<file path="src/rtl/sram_cfg.svh">
// Constants for the synchronous memory sleep and cycle decode blocks
// Summary of operation
// - Sleep high: deselected, reduced current state
// - Sleep lasts only while pin is high (memory end keeps inputs gated two more edges through its sync)
// - In sleep ignore inputs, float data outputs
// - Sleep pin asynchronous, active high, unclocked
// - Pending operations at sleep may be lost
// - Controller drains operations before raising sleep
// - Only idle_unselected_cycle or read cycles while waking
// - Write: load strobe low, select low
// - Read: load strobe low, select high
// - Chip selects valid whenever a cycle loads
// - Address captured on load; others when enabled
// - Output enable ignored during writes
// - Sleep takes effect within one clock
// - Enabled: both selects low, third high
`ifndef SRAM_CFG_SVH
`define SRAM_CFG_SVH
`define SRAM_ADDR_W 17
`define SRAM_DATA_W 36
`define SRAM_CLK_PERIOD_NS 10
`define SRAM_WAKE_WINDOW_NS 10
`define SRAM_WAKE_CYCLES ((`SRAM_WAKE_WINDOW_NS + `SRAM_CLK_PERIOD_NS - 1) / `SRAM_CLK_PERIOD_NS)
`endif

</file>
<file path="src/rtl/sram_link_if.sv">
// Pin-level link between memory controller and synchronous memory
`timescale 1ns/100ps
`default_nettype none
`include "sram_cfg.svh"
interface sram_link_if;
	logic sleep_request;
	logic advance_or_load_strobe_n;
	logic read_write_sel;
	logic first_chip_select_n;
	logic second_chip_select_n;
	logic third_chip_select;
	logic output_enable_n;
	logic [`SRAM_ADDR_W-1:0] addr;
	logic [`SRAM_DATA_W-1:0] dq_to_mem;
	logic dq_to_mem_oe_n;
	logic [`SRAM_DATA_W-1:0] dq_from_mem;
	logic dq_from_mem_oe_n;
	modport mem (
		input sleep_request, advance_or_load_strobe_n, read_write_sel,
		input first_chip_select_n, second_chip_select_n, third_chip_select,
		input output_enable_n, addr, dq_to_mem, dq_to_mem_oe_n,
		output dq_from_mem, dq_from_mem_oe_n
	);
	modport ctrl (
		output sleep_request, advance_or_load_strobe_n, read_write_sel,
		output first_chip_select_n, second_chip_select_n, third_chip_select,
		output output_enable_n, addr, dq_to_mem, dq_to_mem_oe_n,
		input dq_from_mem, dq_from_mem_oe_n
	);
endinterface : sram_link_if
`default_nettype wire

</file>
<file path="src/rtl/sram_ctrl_end.sv">
// Controller end: issues cycles, drains before sleep, reads only while waking
`timescale 1ns/100ps
`default_nettype none
`include "sram_cfg.svh"
module sram_ctrl_end #(
	parameter int ADDR_W = `SRAM_ADDR_W,
	parameter int DATA_W = `SRAM_DATA_W
) (
	// Clock and reset
	input wire logic sys_clk,
	input wire logic rstn,
	// User request
	input wire logic req_valid,
	input wire logic req_write,
	input wire logic [ADDR_W-1:0] req_addr,
	input wire logic [DATA_W-1:0] req_wdata,
	output logic req_ready,
	output logic rd_valid,
	output logic [DATA_W-1:0] rd_data,
	// Sleep control
	input wire logic sleep_want,
	output logic sleep_active,
	// Link to memory
	sram_link_if.ctrl link
);
	initial begin
		if (ADDR_W != `SRAM_ADDR_W || DATA_W != `SRAM_DATA_W)
			$error("sram_ctrl_end: unsupported parameters");
	end
	typedef enum logic [1:0] {st_run, st_drain, st_sleep, st_wake} state_type;
	state_type state_reg;
	logic [1:0] pend_reg;
	logic [1:0] wake_cnt_reg;
	logic [DATA_W-1:0] wdata_reg;
	logic issue;
	logic [1:0] rd_pend_reg;
	// Writes are refused during wake; nothing issued while draining or asleep
	assign issue = req_valid && ((state_reg == st_run && !sleep_want)
		|| (state_reg == st_wake && !req_write));
	// Sleep sequencing
	always_ff @(posedge sys_clk or negedge rstn) begin
		if (!rstn) begin
			state_reg <= st_run;
			wake_cnt_reg <= 2'h0;
		end else begin
			case (state_reg)
				st_run: if (sleep_want) state_reg <= st_drain;
				st_drain: if (pend_reg == 2'h0 && !issue) state_reg <= st_sleep;
				st_sleep: if (!sleep_want) begin
					state_reg <= st_wake;
					wake_cnt_reg <= 2'(`SRAM_WAKE_CYCLES);
				end
				st_wake: begin
					if (wake_cnt_reg <= 2'h1) state_reg <= st_run;
					wake_cnt_reg <= wake_cnt_reg - 2'h1;
				end
				default: state_reg <= st_run;
			endcase
		end
	end
	// Pin drive: cycle loaded with valid selects
	always_ff @(posedge sys_clk or negedge rstn) begin
		if (!rstn) begin
			link.sleep_request <= 1'b0;
			link.advance_or_load_strobe_n <= 1'b1;
			link.read_write_sel <= 1'b1;
			link.first_chip_select_n <= 1'b1;
			link.second_chip_select_n <= 1'b1;
			link.third_chip_select <= 1'b0;
			link.output_enable_n <= 1'b1;
			link.addr <= '0;
		end else begin
			link.sleep_request <= (state_reg == st_drain && pend_reg == 2'h0 && !issue)
				|| (state_reg == st_sleep && sleep_want);
			link.advance_or_load_strobe_n <= !issue;
			link.read_write_sel <= issue ? !req_write : 1'b1;
			link.first_chip_select_n <= !issue;
			link.second_chip_select_n <= !issue;
			link.third_chip_select <= issue;
			link.output_enable_n <= !(issue && !req_write);
			if (issue)
				link.addr <= req_addr;
		end
	end
	// Pending tracker: write data lags its load by one edge, so a following write
	// cannot overwrite the bus before the memory has taken the earlier word
	always_ff @(posedge sys_clk or negedge rstn) begin
		if (!rstn) begin
			pend_reg <= 2'h0;
			rd_pend_reg <= 2'h0;
			wdata_reg <= '0;
			link.dq_to_mem <= '0;
			link.dq_to_mem_oe_n <= 1'b1;
		end else begin
			pend_reg <= {pend_reg[0], issue};
			rd_pend_reg <= {rd_pend_reg[0], issue && !req_write};
			if (issue && req_write)
				wdata_reg <= req_wdata;
			if (!link.advance_or_load_strobe_n && !link.read_write_sel)
				link.dq_to_mem <= wdata_reg;
			link.dq_to_mem_oe_n <= !(!link.advance_or_load_strobe_n && !link.read_write_sel);
		end
	end
	// Read data captured two edges after the load; same clock, so no sync needed
	always_ff @(posedge sys_clk or negedge rstn) begin
		if (!rstn) begin
			rd_data <= '0;
			rd_valid <= 1'b0;
		end else begin
			rd_data <= link.dq_from_mem;
			rd_valid <= rd_pend_reg[1] && !link.dq_from_mem_oe_n;
		end
	end
	// User-visible status
	always_ff @(posedge sys_clk or negedge rstn) begin
		if (!rstn) begin
			req_ready <= 1'b0;
			sleep_active <= 1'b0;
		end else begin
			req_ready <= (state_reg == st_run && !sleep_want);
			sleep_active <= (state_reg == st_sleep);
		end
	end
endmodule : sram_ctrl_end
`default_nettype wire

</file>
<file path="src/flat_wrapper.sv">
// flat-port wrapper written by rule: the top's interface ports become plain ports
module sram_ctrl_end_flat 
#(
	parameter int ADDR_W = `SRAM_ADDR_W,
	parameter int DATA_W = `SRAM_DATA_W
)
  (sys_clk, rstn, req_valid, req_write, req_addr, req_wdata, req_ready, rd_valid, rd_data, sleep_want, sleep_active, link_sleep_request, link_advance_or_load_strobe_n, link_read_write_sel, link_first_chip_select_n, link_second_chip_select_n, link_third_chip_select, link_output_enable_n, link_addr, link_dq_to_mem, link_dq_to_mem_oe_n, link_dq_from_mem, link_dq_from_mem_oe_n);
  sram_link_if link_i ();
  input wire logic sys_clk;
  input wire logic rstn;
  input wire logic req_valid;
  input wire logic req_write;
  input wire logic [ADDR_W-1:0] req_addr;
  input wire logic [DATA_W-1:0] req_wdata;
  output logic req_ready;
  output logic rd_valid;
  output logic [DATA_W-1:0] rd_data;
  input wire logic sleep_want;
  output logic sleep_active;
  output wire logic [$bits(link_i.sleep_request)-1:0] link_sleep_request;
  output wire logic [$bits(link_i.advance_or_load_strobe_n)-1:0] link_advance_or_load_strobe_n;
  output wire logic [$bits(link_i.read_write_sel)-1:0] link_read_write_sel;
  output wire logic [$bits(link_i.first_chip_select_n)-1:0] link_first_chip_select_n;
  output wire logic [$bits(link_i.second_chip_select_n)-1:0] link_second_chip_select_n;
  output wire logic [$bits(link_i.third_chip_select)-1:0] link_third_chip_select;
  output wire logic [$bits(link_i.output_enable_n)-1:0] link_output_enable_n;
  output wire logic [$bits(link_i.addr)-1:0] link_addr;
  output wire logic [$bits(link_i.dq_to_mem)-1:0] link_dq_to_mem;
  output wire logic [$bits(link_i.dq_to_mem_oe_n)-1:0] link_dq_to_mem_oe_n;
  input wire logic [$bits(link_i.dq_from_mem)-1:0] link_dq_from_mem;
  input wire logic [$bits(link_i.dq_from_mem_oe_n)-1:0] link_dq_from_mem_oe_n;
  assign link_sleep_request = link_i.sleep_request;
  assign link_advance_or_load_strobe_n = link_i.advance_or_load_strobe_n;
  assign link_read_write_sel = link_i.read_write_sel;
  assign link_first_chip_select_n = link_i.first_chip_select_n;
  assign link_second_chip_select_n = link_i.second_chip_select_n;
  assign link_third_chip_select = link_i.third_chip_select;
  assign link_output_enable_n = link_i.output_enable_n;
  assign link_addr = link_i.addr;
  assign link_dq_to_mem = link_i.dq_to_mem;
  assign link_dq_to_mem_oe_n = link_i.dq_to_mem_oe_n;
  assign link_i.dq_from_mem = link_dq_from_mem;
  assign link_i.dq_from_mem_oe_n = link_dq_from_mem_oe_n;
  sram_ctrl_end #(.ADDR_W(ADDR_W), .DATA_W(DATA_W)) u_core (.sys_clk(sys_clk), .rstn(rstn), .req_valid(req_valid), .req_write(req_write), .req_addr(req_addr), .req_wdata(req_wdata), .req_ready(req_ready), .rd_valid(rd_valid), .rd_data(rd_data), .sleep_want(sleep_want), .sleep_active(sleep_active), .link(link_i));
endmodule
</file>
<file path="config.mk">
export PLATFORM = sky130hd
export DESIGN_NAME = sram_ctrl_end_flat
export DESIGN_NICKNAME = d
export VERILOG_FILES = /design/src/rtl/sram_link_if.sv /design/src/rtl/sram_ctrl_end.sv /design/src/flat_wrapper.sv
export VERILOG_INCLUDE_DIRS = /design/src /design/src/rtl
export SDC_FILE = /design/constraint.sdc
export NUM_CORES = 1
export LEC_CHECK = 0
export ABC_AREA = 1
export BUFFER_PORTS_ARGS = -buffer_cell sky130_fd_sc_hd__buf_2
export CORE_MARGIN = 2
export CORE_UTILIZATION = 45
export CTS_CLUSTER_SIZE = 16
export DETAILED_ROUTE_END_ITERATION = 10
export PLACE_DENSITY = 0.75
export SETUP_SLACK_MARGIN = 0.1
export SYNTH_ARGS = -nofsm -noshare
export SYNTH_HDL_FRONTEND = slang
export SYNTH_SLANG_ARGS = --single-unit
export TNS_END_PERCENT = 10
</file>
<file path="constraint.sdc">
create_clock -name sys_clk -period 2.14 [get_ports sys_clk]
set_clock_uncertainty 0.05 [all_clocks]
set_input_delay 0.535 -clock sys_clk [delete_from_list [all_inputs] [get_ports sys_clk]]
set_output_delay 0.535 -clock sys_clk [all_outputs]
set_load 0.005 [all_outputs]
</file>
## Word level (Yosys, flattened, before mapping)

Index checks and enable logic that the tools add are counted.

- Register bits: 142
- Input bits: 95
- Output and inout bits: 100

- $add $sub $neg: 1
- Magnitude comparators: 1
- Equality and inequality tests: 7
- Mux-type cells: 8
- Reductions and logical operators: 26

Operator list:

| operator | number |
|---|---|
| 1-bit logical AND | 11 |
| 2-bit 2-to-1 mux | 5 |
| 1-bit zero test | 8 |
| 2-bit case mux with 4 select lines | 1 |
| 2-bit != test (second input constant) | 3 |
| 2-bit equality test (second input constant) | 2 |
| 2-bit zero test | 2 |
| 2-bit case mux with 2 select lines | 1 |
| 4-bit AND reduction | 1 |
| 2-bit by 1-bit equality test with 1-bit output (second input constant) | 1 |
| 2-bit by 1-bit less-or-equal comparator with 1-bit output (second input constant) | 1 |
| 1-bit logical OR | 2 |
| 2-bit by 1-bit != test with 1-bit output (second input constant) | 1 |
| 2-bit AND reduction | 1 |
| 2-bit nonzero test | 1 |
| 2-bit by 1-bit subtractor with 2-bit output (second input constant) | 1 |
| 1-bit 2-to-1 mux | 1 |

## Logic depth before layout (Yosys ltp)

- Word-level depth: 8
- Depth in mapped cells: 10
- Depth with buffers taken out: 10

## Worst setup path after synthesis

OpenSTA, ideal clock, no wires.

- Kind: register -> register
- Start point: reg u_core.state_reg[0]
- End point: reg u_core.wdata_reg[10]
- Library setup time: 0.117 ns
- Arrival: 1.285 ns
- Data required time: 1.973 ns
- Slack: 0.688 ns
- Cell stages (with the launch flop): 11
- Path buffers: 1
- Clock period less this slack: 1.452 ns
- Cell sequence: dfrtp_1 inv_1 ha_1 nand2_1 nand2_1 nand2_2 inv_2 nand2_4 buf_4 nand2_1 nand2_1

- Longest elaborated chain between the ends: 5
- Elaborated cells between the ends (all ways): 7

Ends and longest elaborated chain:

| item | RTL line | text |
|---|---|---|
| from (decl) | sram_ctrl_end.sv:31 | `state_type state_reg;` |
| from (signal assigned) | sram_ctrl_end.sv:43 | `state_reg <= st_run;` |
| from (signal assigned) | sram_ctrl_end.sv:47 | `st_run: if (sleep_want) state_reg <= st_drain;` |
| from (signal assigned) | sram_ctrl_end.sv:48 | `st_drain: if (pend_reg == 2'h0 && !issue) state_reg <= st_sleep;` |
| 2-bit equality test or 2-bit zero test (tied branches) | sram_ctrl_end.sv:39, sram_ctrl_end.sv:38 |  |
| 1-bit logical AND, on equally long branches | sram_ctrl_end.sv:39, sram_ctrl_end.sv:38 |  |
| 1-bit logical OR * | sram_ctrl_end.sv:39 | `\|\| (state_reg == st_wake && !req_write));` |
| 1-bit logical AND * | sram_ctrl_end.sv:38 | `assign issue = req_valid && ((state_reg == st_run && !sleep_want)` |
| 1-bit logical AND * | sram_ctrl_end.sv:97 | `if (issue && req_write)` |
| to (signal assigned) | sram_ctrl_end.sv:98 | `wdata_reg <= req_wdata;` |
| to (decl) | sram_ctrl_end.sv:34 | `logic [DATA_W-1:0] wdata_reg;` |

Mark *: on every way between the ends. The rest lies on a longest branch, timed or not.
A chain may end at the register's enable or synchronous reset.

## Worst setup path in the final report

- Start point: reg u_core.link.advance_or_load_strobe_n
- End point: out link_advance_or_load_strobe_n

RTL lines:

| item | RTL line | text |
|---|---|---|
| from (decl) | sram_link_if.sv:25 | `output sleep_request, advance_or_load_strobe_n, read_write_sel,` |
| from (signal assigned) | sram_ctrl_end.sv:75 | `link.advance_or_load_strobe_n <= !issue;` |
| to (decl) | flat_wrapper.sv:21 | `output wire logic [$bits(link_i.advance_or_load_strobe_n)-1:0] link_advance_or_load_strobe_n;` |

No word-level cell between the ends.

==> metrics.md <==
| Metric | Value |
|---|---|
| Status | completed |
| Area contributors post-synth | dfrtp_1, nand2_1, nand3_1 |
| Tcrit/Tclk final | 83.8% |
| Area growth syn-to-layout | 35.5% |
| Number of global-route vias before repair | 3883 |
| Final GP Congestion | 0.786 |
| Yosys reg bits | 141 |
| Vias/cell | 4.66 |
| Share of cells above drive strength 1 | 35.3% |
| Leakage dissipation | 3.86 nW |
| Max-slew violation count | 0 |
| CTS sink cnt | 141 |
| Final setup TNS | 0 ns |
| Design Power | 0.00906 W |
| Post-route setup slack | 0.347 ns |
| Final setup viols | 0 |
| Die Span Y | 109 um |
| Chip width | 109 um |
| DRT Wirelength | 11.0 mm |
| Buffers on Ports | 194 |
| Initial DRT Pass Iterations | 4 |
| Pre-CTS setup slack | 0.404 ns |
| CTS tree | yes |
| Core Region | 10800 um^2 |
| Syn nets | 577 |
| Syn Inst Count | 476 |
| CP Cell Sequence | buf_2 |
| Syn Area/Cell | 10.4 um^2 |
| Hold Buf Count CTS | 1 |
| Initial antenna violation count | 0 |
| ANT cells | 0 |
| Top cell type's share of synthesized area | 69.3% |
| Max-cap check violation count | 0 |
| Headroom to the max-slew limit | 57.3% |
| Postcts setup bufs | 0 |
| Kind of critical path | flip-flop to primary output |
| Detail Route Antenna Nets | 0 |
| Starting density of the core | 45.8% |
| Buffers & Inverters on Critical Path | 1 |
| Worst skew pair latency | 0.51 ns |
| Ports | 195 |
| Crit-path slowest cell | dfstp_2 |
| Global-route wire length before repair | 18.2 mm |
| PostCTS Resize Cnt | 0 |
| Synth cell types | 20 |
| Clock transition at path regs | 0.06 ns |
| Total CTS buffers | 17 |
| PwrDens | 1350 nW/um^2 |
| Endpoints failing hold | 0 |
| Tmin final | 1.79 ns |
| Required @ worst endpoint | 1.55 ns |
| Clk buf depth | 2 |
| RSZ-0062 raised after global routing | no |
| Largest delay share family, worst path | flip-flops |
| Site Rows | 38 |
| Clock Tree Root | clkbuf_8 |
| DRC | 0 |
| Max FO, Critical Path | 4 |
| Mapped Area | 4950 um^2 |
| Hold crit path type | input pin to flip-flop |
| Critical Path AT | 1.21 ns |
| Largest net degree at the start of global routing | 55 |
| Total die area | 11800 um^2 |
| Critical Path Max Stage Delay | 0.57 ns |
| DP HPWL | 7.58 mm |
| Final nets | 777 |
| CP Launch Type | flip-flop |
| GRT Overall Usage | 20.2% |
| Fmax | 0.558 GHz |
| DRT iter0 DRCs | 204 |
| CP endpoint kind | primary output |
| Peak supply drop | 0.670 mV |
| Htree depth | 4 |
| Area leader, netlist | dfrtp_1 |
| Tightest Pin Transition | 0.639 ns |
| GR Overflow Total | 0 |
| Synth Warn # | 0 |
| Via count | 3860 |
| Register area share after synthesis | 71.4% |
| WL/cell | 13.3 um |
cell usage after synthesis:
cell type and count:
dfrtp_1 137, dfstp_2 4, o21a_1 1, nand2_1 244, nand2_4 1, clkbuf_1 7, nor2_2 1, or2_2 1
nand3_1 40, nor2_1 5, buf_2 8, a31oi_1 1, o21ai_0 1, a21oi_1 1, buf_1 2, inv_1 8
buf_4 5, nand2_2 1, inv_2 2, ha_1 6
routing by layer:
layer,vias to the layer above,wire length [um],global-route usage [%]
li1,1868,-,-
met1,1840,4610,25.3
met2,130,5480,32.5
met3,22,694,6.04
met4,0,231,8.97
met5,-,0,0
final timing paths:
kind | slack (ns) | startpoint | cells past startpoint | end
setup / recovery | 0.35 | u_core.link.advance_or_load_strobe_n | 1 | link_advance_or_load_strobe_n
hold / removal | 0.08 | link_dq_from_mem[21] | 1 | u_core.rd_data[21]
setup reg to reg | 0.40 | u_core.state_reg[0] | 9 | u_core.wdata_reg[7]
hold reg to reg | 0.31 | u_core.rd_pend_reg[0] | 0 | u_core.rd_pend_reg[1]
max in group asynchronous | 0.94 | rstn | 3 | u_core.link.dq_to_mem_oe_n
min in group asynchronous | 0.50 | rstn | 2 | u_core.link.addr[11]
power breakdown:
part / switching (W) / internal [W] / leakage, nW
Sequential: 0.000501 / 0.00361 / 1.77
Combinational: 0.00111 / 0.000901 / 1.79
Clock: 0.00105 / 0.00189 / 0.296
Total: 0.00266 / 0.00640 / 3.86
layout by cell type (no fill, tap or decap), drive strengths merged, types with 2 or more instances in the layout:
| master | instances |
|---|---|
| nor2 | 6 |
| dfrtp | 137 |
| clkinvlp | 2 |
| dfstp | 4 |
| bufinv | 3 |
| nand3 | 40 |
| nand2 | 246 |
| buf | 202 |
| inv | 10 |
| clkinv | 5 |
| ha | 6 |
| clkbuf | 21 |
cells by family after synthesis:
family	Yosys count	synth area share (%)
compound gates	4	0.481
simple gates	293	23.6
buf+inv	32	3.01
fa+ha+maj	6	1.52
flops	141	71.4
cell type report:
class / instances / area, um^2
sequential: 141 / 3530
timing repair buffer: 203 / 1080
clock buffer: 21 / 469
multi-input combinational: 303 / 1260
fill: 883 / 4090
clock inverter: 10 / 138
inverter: 10 / 37.5
tap: 140 / 175
per-stage QoR:
stage	std cells	hold WS (ns)	cell area, um^2	utilization [%]
finish	828	0.0795	6700	62.1
global route	828	0.0457	6700	62.1
CTS	828	0.0613	6700	62.1
detailed placement	796	0.298	6080	56.4
global placement	796	0.282	6080	56.4
floorplan	476	0.189	4950	-
Power figures use the tool's default switching activity.
